### config.mk
export PLATFORM = sky130hd
export DESIGN_NAME = dbsb_core
export DESIGN_NICKNAME = d
export VERILOG_FILES = /design/src/shared/dbsb_pkg.sv /design/src/hw/dbsb_bkpt_cmp.sv /design/src/hw/dbsb_core.sv
export SDC_FILE = /design/constraint.sdc
export NUM_CORES = 1
export LEC_CHECK = 0
export ABC_AREA = 1
export BUFFER_PORTS_ARGS = -buffer_cell sky130_fd_sc_hd__buf_2
export CORE_ASPECT_RATIO = 0.8
export CORE_MARGIN = 4
export CORE_UTILIZATION = 49
export CTS_CLUSTER_SIZE = 25
export DETAILED_ROUTE_END_ITERATION = 8
export PLACE_DENSITY = 0.8
export SETUP_SLACK_MARGIN = 0.05
export SLEW_MARGIN = 10
export SYNTH_ARGS = -nofsm -noshare
export SYNTH_HDL_FRONTEND = slang
export SYNTH_SLANG_ARGS = --single-unit
### constraint.sdc
create_clock -name mclk -period 1.3 [get_ports mclk]
set_input_delay 0.13 -clock mclk [delete_from_list [all_inputs] [get_ports mclk]]
set_output_delay 0.13 -clock mclk [all_outputs]
set_load 0.005 [all_outputs]
### src/shared/dbsb_pkg.sv
// Purpose: Shared constants for the debug status and breakpoint block
// Assumes: Eight-bit status/control word, sixteen-bit breakpoint address
// Notes: Bit positions of the status/control word
package dbsb_pkg;
   // ****************************************
   // Widths
   // ****************************************
   localparam int ADDR_W = 16;
   localparam int BYTE_W = 8;
   // ****************************************
   // Status/control bit positions
   // ****************************************
   localparam int BIT_HALT_EN = 7;
   localparam int BIT_HALT_ACT = 6;
   localparam int BIT_BKPT_EN = 5;
   localparam int BIT_FTS = 4;
   localparam int BIT_CLK_SEL = 3;
   localparam int BIT_WS = 2;
   localparam int BIT_WSF = 1;
   localparam int BIT_DVF = 0;
   // ****************************************
   // Reset values
   // ****************************************
   localparam logic [7:0] CTRL_RST_NORMAL = 8'h00;
   localparam logic [7:0] CTRL_RST_HALT = 8'hC8;
   localparam logic [15:0] BKPT_RST = 16'h0000;
   localparam logic [1:0] STRAP_WAIT = 2'h2;
   // ****************************************
   // Halt state
   // ****************************************
   typedef enum logic [0:0] {
      MODE_RUN = 1'b0,
      MODE_HALT = 1'b1
   } dbsb_mode_e;
endpackage

### src/hw/dbsb_bkpt_cmp.sv
// Purpose: Sixteen-bit breakpoint address comparator
// Assumes: Address and valid from the CPU bus on mclk
// Notes: Match only while enabled
`timescale 1ns/100ps
module dbsb_bkpt_cmp (
   // Match setup
   input wire logic [15:0] match_addr,
   input wire logic enable,
   // CPU bus
   input wire logic [15:0] bus_addr,
   input wire logic bus_valid,
   // Result
   output logic hit
);
   always_comb begin
      hit = enable && bus_valid && (bus_addr == match_addr); // RQ19 RQ15
   end
endmodule

### src/hw/dbsb_core.sv
// Purpose: Debug status/control flags and single hardware breakpoint
// Assumes: Serial engine delivers decoded command strobes on mclk
// Notes: Registers reachable only by serial debug commands
//
// What this block does
// RQ1: Tag mode: address match tags the fetched opcode; halt only if it executes.
// RQ2: Force mode: address match halts at next instruction boundary.
// RQ3: Clock select resets to 0 (alternate clock); 1 selects bus clock.
// RQ4: In wait/stop memory commands refused; force-halt still enters halt.
// RQ5: Host confirms halt-active flag is 1 after forcing halt.
// RQ6: Wait/stop status is 1 in wait/stop or halt forced out of it.
// RQ7: Wait/stop failure set when memory command collides with wait/stop.
// RQ8: Host recovers from wait/stop failure by force-halt and retry.
// RQ9: Data-valid failure set when memory command hits a slow access.
// RQ10: Match address is 16 bits: high byte 15..8, low byte 7..0.
// RQ11: Breakpoint enable and force/tag select configure the breakpoint.
// RQ12: Breakpoint address reachable only through serial breakpoint commands.
// RQ13: Breakpoint commands execute while the user program runs.
// RQ14: Host programs the breakpoint while in halt before starting.
// RQ15: Breakpoint enable 0 disables breakpoints, ignoring select and address.
// RQ16: Halt-active flag is 1 in halt, 0 while user code runs.
// RQ17: Debug-halt enable 0 blocks halt; non-intrusive commands still work.
// RQ18: Reset in halt sets enable, halt-active and clock select to 1.
// RQ19: Comparator checks full 16-bit address on each access while enabled.
`timescale 1ns/100ps
module dbsb_core (
   // Clock and reset
   input wire logic mclk,
   input wire logic rst_n,
   // Reset-in-halt strap pin
   input wire logic halt_strap_pin,
   // Serial command strobes
   input wire logic cmd_read_status,
   input wire logic cmd_write_control,
   input wire logic [7:0] cmd_wdata,
   input wire logic cmd_breakpoint_read_command,
   input wire logic cmd_breakpoint_write_command,
   input wire logic [15:0] cmd_bkpt_wdata,
   input wire logic cmd_background,
   input wire logic cmd_go,
   input wire logic cmd_mem_req,
   // Serial command answers
   output logic [15:0] cmd_rdata,
   output logic cmd_rvalid,
   output logic cmd_mem_refused,
   // Memory command outcome
   input wire logic mem_fail_wait_stop,
   input wire logic mem_fail_slow,
   // CPU bus and pipeline
   input wire logic [15:0] cpu_addr,
   input wire logic cpu_access,
   input wire logic cpu_opcode_fetch,
   input wire logic cpu_insn_boundary,
   input wire logic cpu_exec_tagged,
   input wire logic cpu_wait_stop,
   // Outputs to CPU and serial engine
   output logic tag_opcode,
   output logic halt_active,
   output logic bus_clk_select
);
   // ****************************************
   // Strap synchroniser and reset-in-halt load
   // ****************************************
   logic strap_s1_ff, strap_s2_ff;
   logic [1:0] strap_cnt_ff, nxt_strap_cnt;
   logic strap_load;
   always_comb begin
      nxt_strap_cnt = strap_cnt_ff;
      if (strap_cnt_ff != dbsb_pkg::STRAP_WAIT + 2'h1) begin
         nxt_strap_cnt = strap_cnt_ff + 2'h1;
      end
      // One-shot load once the second flop holds the pin level
      strap_load = (strap_cnt_ff == dbsb_pkg::STRAP_WAIT) && strap_s2_ff;
   end
   always_ff @(posedge mclk or negedge rst_n) begin
      if (!rst_n) begin
         strap_s1_ff <= 1'b0;
         strap_s2_ff <= 1'b0;
         strap_cnt_ff <= 2'h0;
      end else begin
         strap_s1_ff <= halt_strap_pin;
         strap_s2_ff <= strap_s1_ff;
         strap_cnt_ff <= nxt_strap_cnt;
      end
   end
   // ****************************************
   // Breakpoint comparator
   // ****************************************
   logic [7:0] bkpt_hi_ff, bkpt_lo_ff, nxt_bkpt_hi, nxt_bkpt_lo;
   logic halt_en_ff, bkpt_en_ff, fts_ff, clk_sel_ff;
   logic hit;
   dbsb_bkpt_cmp u_cmp (
      .match_addr({bkpt_hi_ff, bkpt_lo_ff}),
      .enable(bkpt_en_ff),
      .bus_addr(cpu_addr),
      .bus_valid(cpu_access),
      .hit(hit)
   );
   // ****************************************
   // Control, flags and halt state
   // ****************************************
   logic nxt_halt_en, nxt_bkpt_en, nxt_fts, nxt_clk_sel;
   logic ws_forced_ff, nxt_ws_forced, wsf_ff, nxt_wsf, dvf_ff, nxt_dvf;
   logic force_pend_ff, nxt_force_pend, tag_ff, nxt_tag;
   dbsb_pkg::dbsb_mode_e mode_ff, nxt_mode;
   logic enter_halt, ws_status;
   always_comb begin
      nxt_halt_en = halt_en_ff;
      nxt_bkpt_en = bkpt_en_ff;
      nxt_fts = fts_ff;
      nxt_clk_sel = clk_sel_ff;
      nxt_bkpt_hi = bkpt_hi_ff;
      nxt_bkpt_lo = bkpt_lo_ff;
      nxt_ws_forced = ws_forced_ff;
      nxt_wsf = wsf_ff;
      nxt_dvf = dvf_ff;
      nxt_force_pend = force_pend_ff;
      nxt_mode = mode_ff;
      nxt_tag = hit && !fts_ff && cpu_opcode_fetch; // RQ1 RQ11
      if (cmd_write_control) begin
         nxt_halt_en = cmd_wdata[dbsb_pkg::BIT_HALT_EN];
         nxt_bkpt_en = cmd_wdata[dbsb_pkg::BIT_BKPT_EN]; // RQ11
         nxt_fts = cmd_wdata[dbsb_pkg::BIT_FTS];
         nxt_clk_sel = cmd_wdata[dbsb_pkg::BIT_CLK_SEL]; // RQ3
      end
      if (cmd_breakpoint_write_command) begin
         nxt_bkpt_hi = cmd_bkpt_wdata[15:8]; // RQ10 RQ12 RQ13
         nxt_bkpt_lo = cmd_bkpt_wdata[7:0];
      end
      if (hit && fts_ff) begin
         nxt_force_pend = 1'b1; // RQ2
      end
      enter_halt = halt_en_ff && (mode_ff == dbsb_pkg::MODE_RUN) && (cmd_background
         || (force_pend_ff && cpu_insn_boundary) || cpu_exec_tagged); // RQ17 RQ1 RQ2 RQ4
      // Memory command outside wait/stop clears old failures; a failure on it wins
      if (cmd_mem_req && !cpu_wait_stop) begin
         nxt_wsf = 1'b0;
         nxt_dvf = 1'b0;
      end
      if (mem_fail_wait_stop) begin
         nxt_wsf = 1'b1; // RQ7
      end
      if (mem_fail_slow) begin
         nxt_dvf = 1'b1; // RQ9
      end
      if (enter_halt) begin
         nxt_mode = dbsb_pkg::MODE_HALT; // RQ16
         nxt_force_pend = 1'b0;
         nxt_ws_forced = cpu_wait_stop; // RQ6
      end else if (cmd_go && mode_ff == dbsb_pkg::MODE_HALT) begin
         nxt_mode = dbsb_pkg::MODE_RUN;
         nxt_ws_forced = 1'b0;
      end
      if (!bkpt_en_ff) begin
         nxt_force_pend = 1'b0; // RQ15
      end
      if (strap_load) begin
         nxt_halt_en = 1'b1; // RQ18
         nxt_clk_sel = 1'b1;
         nxt_mode = dbsb_pkg::MODE_HALT;
         nxt_bkpt_en = 1'b0;
         nxt_fts = 1'b0;
      end
      ws_status = cpu_wait_stop || ws_forced_ff; // RQ6
   end
   always_ff @(posedge mclk or negedge rst_n) begin
      if (!rst_n) begin
         halt_en_ff <= dbsb_pkg::CTRL_RST_NORMAL[dbsb_pkg::BIT_HALT_EN];
         bkpt_en_ff <= dbsb_pkg::CTRL_RST_NORMAL[dbsb_pkg::BIT_BKPT_EN];
         fts_ff <= dbsb_pkg::CTRL_RST_NORMAL[dbsb_pkg::BIT_FTS];
         clk_sel_ff <= dbsb_pkg::CTRL_RST_NORMAL[dbsb_pkg::BIT_CLK_SEL]; // RQ3
         bkpt_hi_ff <= dbsb_pkg::BKPT_RST[15:8];
         bkpt_lo_ff <= dbsb_pkg::BKPT_RST[7:0];
         ws_forced_ff <= 1'b0;
         wsf_ff <= 1'b0;
         dvf_ff <= 1'b0;
         force_pend_ff <= 1'b0;
         tag_ff <= 1'b0;
         mode_ff <= dbsb_pkg::MODE_RUN;
      end else begin
         halt_en_ff <= nxt_halt_en;
         bkpt_en_ff <= nxt_bkpt_en;
         fts_ff <= nxt_fts;
         clk_sel_ff <= nxt_clk_sel;
         bkpt_hi_ff <= nxt_bkpt_hi;
         bkpt_lo_ff <= nxt_bkpt_lo;
         ws_forced_ff <= nxt_ws_forced;
         wsf_ff <= nxt_wsf;
         dvf_ff <= nxt_dvf;
         force_pend_ff <= nxt_force_pend;
         tag_ff <= nxt_tag;
         mode_ff <= nxt_mode;
      end
   end
   // ****************************************
   // Command answers
   // ****************************************
   logic [15:0] rdata_ff, nxt_rdata;
   logic rvalid_ff, nxt_rvalid;
   logic [7:0] status_byte;
   always_comb begin
      status_byte = {halt_en_ff, (mode_ff == dbsb_pkg::MODE_HALT), bkpt_en_ff, fts_ff,
         clk_sel_ff, ws_status, wsf_ff, dvf_ff};
      nxt_rdata = rdata_ff;
      nxt_rvalid = cmd_read_status || cmd_breakpoint_read_command;
      if (cmd_read_status) begin
         nxt_rdata = {8'h00, status_byte};
      end else if (cmd_breakpoint_read_command) begin
         nxt_rdata = {bkpt_hi_ff, bkpt_lo_ff}; // RQ10 RQ13
      end
   end
   always_ff @(posedge mclk or negedge rst_n) begin
      if (!rst_n) begin
         rdata_ff <= 16'h0000;
         rvalid_ff <= 1'b0;
      end else begin
         rdata_ff <= nxt_rdata;
         rvalid_ff <= nxt_rvalid;
      end
   end
   assign cmd_rdata = rdata_ff;
   assign cmd_rvalid = rvalid_ff;
   assign cmd_mem_refused = cmd_mem_req && cpu_wait_stop; // RQ4
   assign tag_opcode = tag_ff;
   assign halt_active = (mode_ff == dbsb_pkg::MODE_HALT);
   assign bus_clk_select = clk_sel_ff;
endmodule

# After elaboration in Yosys (flattened, before gate mapping)
# Cells that the tools add are included.
# W data, S select, Z words.
# totals
regBits	47
in_bits	57
out_inout_bits	21
wordCells	67
# classes
n_addsub	1
eq_ne	4
muxes	20
bitwise	1
n_reduce_logical	24
# op_table
op	count
$mux W16	2
$mux W1	18
$eq A16 B16 Y1	1
$logic_and A1 B1 Y1	12
$reduce_bool A2 Y1	5
$logic_or A1 B1 Y1	4
$ne A3 B1 Y1 const B	1
$reduce_bool A3 Y1	1
$add A2 B1 Y2 const B	1
$eq A2 B2 Y1 const B	1
$logic_not A1 Y1	2
$ne A2 B2 Y1 const B	1
$not A1 Y1	1

# Logic depth before layout (Yosys ltp)
# Gate-level depths: netlist (run 1).
# depth
ltp_word	6
mapped_depth	8
depth_no_buf	8

# Hierarchy
# A second synthesis (run 1) with hierarchy kept.
# unflattened
hier_cells	242
hier_area_um2	2188.3
# modules_own_cells
module	n_inst	cells_per_inst	area_per_inst_um2	seq_area_each_um2
dbsb_core	1	182	1916.8	1176.1
dbsb_bkpt_cmp	1	60	271.5	0.0

# Worst setup path after synthesis (run 1)
# Ideal clock, no wire load.
# synth_path
path_type	reg-to-reg
startpoint	register bkpt_hi_ff[4]
endpoint	register tag_ff, in the netlist tag_opcode
setup_ns	0.071
arrival_ns	0.911
t_required_ns	1.229
slack_ns	0.317
path_stages_with_launch	7
path_buffers	0
period_less_slack_ns	0.983
cell_sequence	dfrtp_1 -> inv_1 -> nor2_1 -> nor3b_1 -> nor3b_2 -> nand3_1 -> nor2_1
# synth_between
elab_chain_cells	4
# synth_lines
item	line	rtl
start, declared	dbsb_core.sv:89	logic [7:0] bkpt_hi_ff, bkpt_lo_ff, nxt_bkpt_hi, nxt_bkpt_lo;
start signal, assigned	dbsb_core.sv:172	bkpt_hi_ff <= dbsb_pkg::BKPT_RST[15:8];
start signal, assigned	dbsb_core.sv:185	bkpt_hi_ff <= nxt_bkpt_hi;
$eq A16 B16 Y1	dbsb_bkpt_cmp.sv:16	hit = enable && bus_valid && (bus_addr == match_addr);
$logic_and A1 B1 Y1	dbsb_bkpt_cmp.sv:16	
$logic_and A1 B1 Y1 (2 in series)	dbsb_core.sv:119	nxt_tag = hit && !fts_ff && cpu_opcode_fetch;
net nxt_tag	dbsb_core.sv:104	logic force_pend_ff, nxt_force_pend, tag_ff, nxt_tag;
end signal, assigned	dbsb_core.sv:191	tag_ff <= nxt_tag;
end, declared	dbsb_core.sv:104	
# The timed path passes the listed nets, and every way through them passes these cells.
# A chain may end at the register's enable or synchronous reset.

# Worst setup path after layout (run 1)
# layout_path
startpoint	register bkpt_hi_ff[5]
endpoint	register force_pend_ff
# layout_between
elab_chain_cells	4
# layout_lines
item	line	rtl
$eq A16 B16 Y1	dbsb_bkpt_cmp.sv:16	
$logic_and A1 B1 Y1	dbsb_bkpt_cmp.sv:16	
$logic_and A1 B1 Y1	dbsb_core.sv:130	if (hit && fts_ff) begin
$ne A3 B1 Y1 (no line)	n/a	
end signal, assigned	dbsb_core.sv:190	force_pend_ff <= nxt_force_pend;
end, declared	dbsb_core.sv:104	
# Every way passes these cells.

==> summary.md, run 1 <==
| Metric | Value |
|---|---|
| Status | complete, no violations |
| Max Slew Vio Count | 0 |
| WP data arrival | 1.44 ns |
| IO Pins | 78 |
| Top achievable clock speed | 0.825 GHz |
| Max_slew headroom | 66.6% |
| TritonRoute pass-1 iters | 4 |
| Dpl hpwl | 4150 um |
| Power share of the combinational group | 17.6% |
| Adder-cell share of the synthesized area | 1.14% |
| Latest clock arrival within the worst-skew pair | 0.29 ns |
| Buf/Inv on CP | 1 |
| Crit share post-route | 93.3% |
| Inserted Diodes | 0 |
| Vias per cell | 4.86 |
| Via count | 2002 |
| Clock share of power | 29.7% |
| Die area | 0.00563 mm^2 |
| Post-synthesis net count | 332 |
| Sequence of cells on the critical path | inv_1 > nand2_2 > nand2_1 > nor2_1 > nand2_1 > nor2_1 > nand4_1 > a21oi_2 |
| Most common cell in the netlist | nand2_1 |
| Pwr dens | 1130 mW/mm^2 |
| Post-Synth XOR/XNOR Area | 0.796% |
| # rows | 21 |
| Net switching fraction of the power | 26.7% |
| Setup-failing EPs final | 0 |
| Area of the core | 0.00426 mm^2 |
| Synth Area in Simple Gates | 23.4% |
| H-Tree Depth | 2 |
| Fin. Hold Viols | 0 |
| Compound-gate portion of the synthesized area | 12.2% |
| Placed cell areas | 0.00265 mm^2 |
| Largest net degree at the start of global routing | 48 |
| Initial drt markers | 150 |
| Synth cell count leaders | nand2_1 (79), dfrtp_1 (47), inv_1 (40) |
| CTS Sinks | 47 |
| Post-DR wirelength/cell | 12.8 um |
| Layout cell share with drive strength beyond 1 | 30.1% |
| Area leader, netlist | dfrtp_1 |
| Post-synth ARST share | 100% |
| Register area share after synthesis | 53.5% |
| Internal cell power | 0.00231 W |
| Seq pwr share | 52.7% |
| Root Buffer | clkbuf_8 |
| Maximum vdd drop | 0.671 mV |
| Fillers | 399 |
| Final nets | 413 |
| RSZ-0062 raised after global routing | yes |
| Initial Utilization | 51.7% |
| Net Switching | 0.000841 W |
| Main combinational cell family by area after synthesis | simple AND/OR/NAND/NOR gates |
| RePlAce Congestion | 0.872 |
| Aggregate global routing overflow | 0 |
| Clock-pin slew of the registers on the worst-case setup and hold paths | 0.09 ns |
| Leakage | 1.55 nW |
| DR DRC count | 0 |
| Startpoint types | flop |
| Yosys cell types | 26 |
| TritonCTS clock tree | yes |
| Number of synthesized flops with an enable pin | 0 |
| Mux cell area share after synthesis | 0% |
| Warnings, synthesis | 0 |
| Actual slew at the worst max-slew pin | 0.502 ns |
| Min cycle time layout | 1.21 ns |
| Vias in the first global route | 1954 |
| Fin area | 0.00280 mm^2 |
| GRT Util Overall | 19.5% |
| Worst Hold Class | input port to flop |
| Top-area cell type share of the netlist area | 53.5% |
| Clock Skews | 0.00820 ns |
| Inserted Clock Buffers | 5 |
| Top cells by area, synth | dfrtp_1 (53%), nand2_1 (13%), inv_1 (6.8%), o21ai_0 (6.6%), nor2_1 (4.6%) |
| Register bit total from synthesis | 47 |
| Syn Area/Cell | 8.06 um^2 |
| Final ANT Viol Nets | 0 |
| Top FF cell, synth | dfrtp_1 |
| Fin Hold WS | 0.0358 ns |
| Final Core Density | 65.8% |
| Post-Route WL | 5260 um |
| Cell family with most CP delay | simple AND/OR/NAND/NOR gates |
| Setup TNS | 0 ns |
| Max-Cap Viols | 0 |
| Initial antenna violation count | 0 |
| Area Growth Syn to Fin | 27.4% |
| Port bufs | 73 |
| First-pass GRT wire length | 8940 um |
| Max stage delay on crit path | 0.37 ns |
| Crit path max fanout | 3 |
| Gate Count Post-Synth | 273 |
| CP Capture Type | flop |
| Chip Height | 67.9 um |
| CP Class | flop to flop |
| Bufs on Longest Clock Path | 2 |
| Die width | 82.9 um |
| Worst Path Required | 1.53 ns |
| Mapped Area | 0.00220 mm^2 |
| Slowest-stage cell, CP | dfrtp_1 |
-- per-stage QoR --
stage	power, W	std cells	setup slack, ns
after detailed placement	0.00222	401	0.154
after CTS	0.00317	411	0.125
after global placement	0.00220	401	0.157
after floorplan	0.00196	273	0.317
final	0.00315	412	0.0875
after global routing	0.00335	412	-0.00589
-- cell type report --
cell class                 count  area (um^2)  share of cell area [%]
multi-input combinational    175          853                    30.5
tap                           57         71.3                    2.55
inverter                      46          173                    6.16
sequential                    47         1180                    42.0
timing repair buffer          79          428                    15.3
clock buffer                   8          100                    3.57
-- cells in the final DEF, fill, tap and decap left out, types with 2 or more instances in the layout --
master	Yosys	final
a21oi_1	5	4
a221oi_1	2	2
buf_2	0	73
buf_4	1	3
clkbuf_8	0	7
dfrtp_1	47	47
dlygate4sd3_1	0	2
ha_1	2	2
inv_1	40	36
inv_2	6	10
nand2_1	79	73
nand2_2	4	10
nand3_1	3	3
nand4_1	7	7
nor2_1	27	27
o211ai_1	3	3
o21ai_0	29	29
o21bai_1	2	2
o22ai_1	3	3
-- logic make-up (layout without fill, tap and decap cells) --
kind of cell | after synthesis | after routing
compound gates | 47 | 47
xor+xnor | 2 | 2
fa+ha+maj | 2 | 2
buf+inv | 51 | 133
flops | 47 | 47
simple gates | 124 | 124
-- registers in the layout, indices dropped and copies added, names as in the netlist --
register and flops:
cmd_rdata 16, bkpt_hi_ff 8, bkpt_lo_ff 8, strap_cnt_ff 2, bkpt_en_ff 1, bus_clk_select 1, cmd_rvalid 1, dvf_ff 1
force_pend_ff 1, fts_ff 1, halt_active 1, halt_en_ff 1, strap_s1_ff 1, strap_s2_ff 1, tag_opcode 1, ws_forced_ff 1
wsf_ff 1
-- worst paths after layout --
path	start	endpoint	slack, ns	depth (start not counted)
min in group asynchronous	rst_n	cmd_rdata[13]	0.34	3
worst min-delay path	mem_fail_slow	dvf_ff	0.04	2
worst min register to register	strap_s1_ff	strap_s2_ff	0.36	0
worst max-delay path	bkpt_hi_ff[5]	force_pend_ff	0.09	8
worst max register to register	bkpt_hi_ff[5]	force_pend_ff	0.09	8
max in group asynchronous	rst_n	bkpt_lo_ff[0]	0.74	3
-- per-layer routing --
layer	part of all wire, %	up-vias	global-route usage, %	routed length (um)
met1	47	930	27.5	2490
met5	0	-	0	0
met4	0.51	0	4.29	27
met2	45	48	30.4	2380
li1	-	1022	-	-
met3	6.9	2	5.42	362
-- power groups by stage --
stage	combinational (W)	sequential (W)	clock, W
after floorplan	0.000278	0.00168	0
after detailed placement	0.000538	0.00169	0
final	0.000554	0.00166	0.000938
after global placement	0.000525	0.00168	0
after global routing	0.000641	0.00168	0.00103
after CTS	0.000545	0.00166	0.000968
-- repair_timing --
item	CTS	global route
buffers inserted	0	1
resized for setup	0	12
setup endpoints to repair	0	1
hold endpoints to repair	48	0
hold buffers	2	0
No activity file was read; power rests on OpenSTA's default activity.
==> run 2, diff against run 1 <==
Settings changed: ABC_CLOCK_PERIOD_IN_PS set to 1300, HOLD_SLACK_MARGIN set to 0.06, SETUP_SLACK_MARGIN 0.05 to 0.02.
==> run 2 against run 1 <==
Global-route usage up 0.37 points. Sequential cell count unchanged. Critical path type unchanged. First-iteration DRC count down 11%. Count of clock-buffer cells in the layout unchanged. Worst hold slack better by 0.021 ns. Largest power group unchanged.
==> summary.md, run 2 (synthesis gave the netlist of run 1 again) <==
| Metric | Value |
|---|---|
| TritonRoute pass-1 iters | 4 (unchanged) |
| Reg area | 0.00118 mm^2 (unchanged) |
| Area Growth Syn to Fin | 35.6% |
| Maximum vdd drop | 0.682 mV (+1.7%) |
| CTS Sinks | 47 (unchanged) |
| CP Class | flop to flop |
| Met2 routed WL | 2420 um (+1.6%) |
| Final setup margin | 0.0729 ns (-0.0146 ns) |
| Port bufs | 73 (unchanged) |
| Pre-CTS setup slack | 0.154 ns (unchanged) |
| DR DRC count | 0 (unchanged) |
| Max Slew Vio Count | 0 (unchanged) |
| Final ANT Viol Nets | 0 (unchanged) |
| Most used cell, CP | nand2_1 |
| Top achievable clock speed | 0.815 GHz (-1.2%) |
| Max-Cap Viols | 0 (unchanged) |
| Max_slew headroom | 67.2% (+0.62 points) |
| H-Tree Depth | 2 (unchanged) |
| Top Metal Used | met4 |
| Register-to-register setup slack | 0.07 ns (about the same) |
| Fillers | 371 (-7.0%) |
| Status | complete, no violations |
| Area of the core | 0.00426 mm^2 (unchanged) |
| Chip Height | 67.9 um (unchanged) |
| Startpoint types | flop |
| Dpl hpwl | 4150 um (unchanged) |
| Crit share post-route | 94.4% (+1.1 points) |
| IO Pins | 78 (unchanged) |
| Inserted Clock Buffers | 5 (unchanged) |
| Worst Path Required | 1.53 ns (about the same) |
| Vias per cell | 4.80 (-1.2%) |
| Critical path origin | bkpt_lo_ff[7] |
| Via count | 2065 (+3.1%) |
| Setup-failing EPs final | 0 (unchanged) |
| Root Buffer | clkbuf_8 |
| Max reg flops | 16 (unchanged) |
| Post-Route WL | 5380 um (+2.4%) |
| Initial antenna violation count | 0 (unchanged) |
| Clock Skews | 0.00796 ns (-0.000242 ns) |
| CP Capture Type | flop |
| Initial drt markers | 133 (-11%) |
| Reg-to-reg startpoint | bkpt_lo_ff[7] |
| M1 WL | 2550 um (+2.8%) |
| Latest clock arrival within the worst-skew pair | 0.29 ns (about the same) |
| Layout cell share with drive strength beyond 1 | 28.7% (-1.5 points) |
| Die area | 0.00563 mm^2 (unchanged) |
| Actual slew at the worst max-slew pin | 0.492 ns (-0.00937 ns) |
| Inserted Diodes | 0 (unchanged) |
| Crit path max fanout | 3 (unchanged) |
| RePlAce Congestion | 0.872 (unchanged) |
| Bufs on Longest Clock Path | 2 (unchanged) |
| Pwr dens | 1080 mW/mm^2 (-4.4%) |
| Final nets | 431 (+4.4%) |
| Most frequent cells in the layout | nand2_1 (73), buf_2 (73), dfrtp_1 (47), inv_1 (36), o21ai_0 (29) |
| Clock-pin slew of the registers on the worst-case setup and hold paths | 0.09 ns (about the same) |
| RSZ-0062 raised after global routing | yes |
| Metal3 WL | 381 um (+5.2%) |
| Slowest-stage cell, CP | dfrtp_1 |
| Max stage delay on crit path | 0.38 ns (about the same) |
| Setup TNS | 0 ns (unchanged) |
| # rows | 21 (unchanged) |
| Sequence of cells on the critical path | inv_2 > nand2_1 > nand2_1 > nor2_1 > nand2_1 > nor2_1 > nand4_1 > a21oi_2 |
| Vias in the first global route | 2006 (+2.7%) |
| Fin. Hold Viols | 0 (unchanged) |
| Final Core Density | 70.0% (+4.2 points) |
| TritonCTS clock tree | yes |
| Worst Hold Class | input port to flop |
| Aggregate global routing overflow | 0 (unchanged) |
| GRT Util Overall | 19.9% (+0.37 points) |
| Min-delay src | cmd_bkpt_wdata[15] |
| Area of the multi-input gates | 853 um^2 (unchanged) |
| Min cycle time layout | 1.23 ns (+0.0146 ns) |
| Total power | 0.00321 W (+1.7%) |
| WP data arrival | 1.45 ns (about the same) |
| Buf/Inv on CP | 1 (unchanged) |
| First-pass GRT wire length | 9120 um (+2.0%) |
| Cell family with most CP delay | simple AND/OR/NAND/NOR gates |
| Die width | 82.9 um (unchanged) |
| Post-DR wirelength/cell | 12.5 um (-1.9%) |
| Initial Utilization | 51.7% (unchanged) |
| Largest net degree at the start of global routing | 48 (unchanged) |
| Leakage | 1.63 nW (+4.8%) |
[run 2: worst min-delay path, cell delays in order]
cell and delay [ns]:
buf_2 0.07, nand2_1 0.04, o21ai_0 0.07
[run 2: power breakdown]
| part | internal (W) | switching [W] | total [W] |
|---|---|---|---|
| combinational | 0.000278 | 0.000318 | 0.000596 |
| sequential | 0.00158 | 0.0000769 | 0.00166 |
| clock | 0.000486 | 0.000465 | 0.000951 |
[run 2: layout make-up]
cell class	count	area share, %
inverter	46	5.79
multi-input combinational	175	28.6
tap	57	2.39
sequential	47	39.4
clock buffer	8	3.36
timing repair buffer	97	20.4
[run 2: worst paths after layout]
check                                      to  depth (start not counted)
worst max register to register  force_pend_ff                          8
worst min-delay path            bkpt_hi_ff[7]                          3
max in group asynchronous       bkpt_hi_ff[0]                          3
worst min register to register    strap_s2_ff                          0
min in group asynchronous       bkpt_hi_ff[3]                          3
worst max-delay path            force_pend_ff                          8
[run 2: layer usage]
metal	GRT usage, %	vias to the layer above
met5	0	-
met4	4.29	0
met3	5.54	2
met1	27.5	955
li1	-	1056
met2	31.7	52
[run 2: what timing repair did]
| action | in CTS | in global routing |
|---|---|---|
| buffers inserted | 0 | 1 |
| resized for setup | 0 | 12 |
| endpoints found under the setup margin | 0 | 1 |
| hold buffers | 20 | 0 |
| endpoints found under the hold margin | 66 | 0 |
[run 2: metrics by stage]
stage	hold slack (ns)	area [um^2]	instances
global route	0.0674	2980	430
finish	0.0569	2980	430
CTS	0.0603	2950	429
global placement	0.128	2650	401
floorplan	-0.166	2200	273
detailed placement	0.130	2650	401
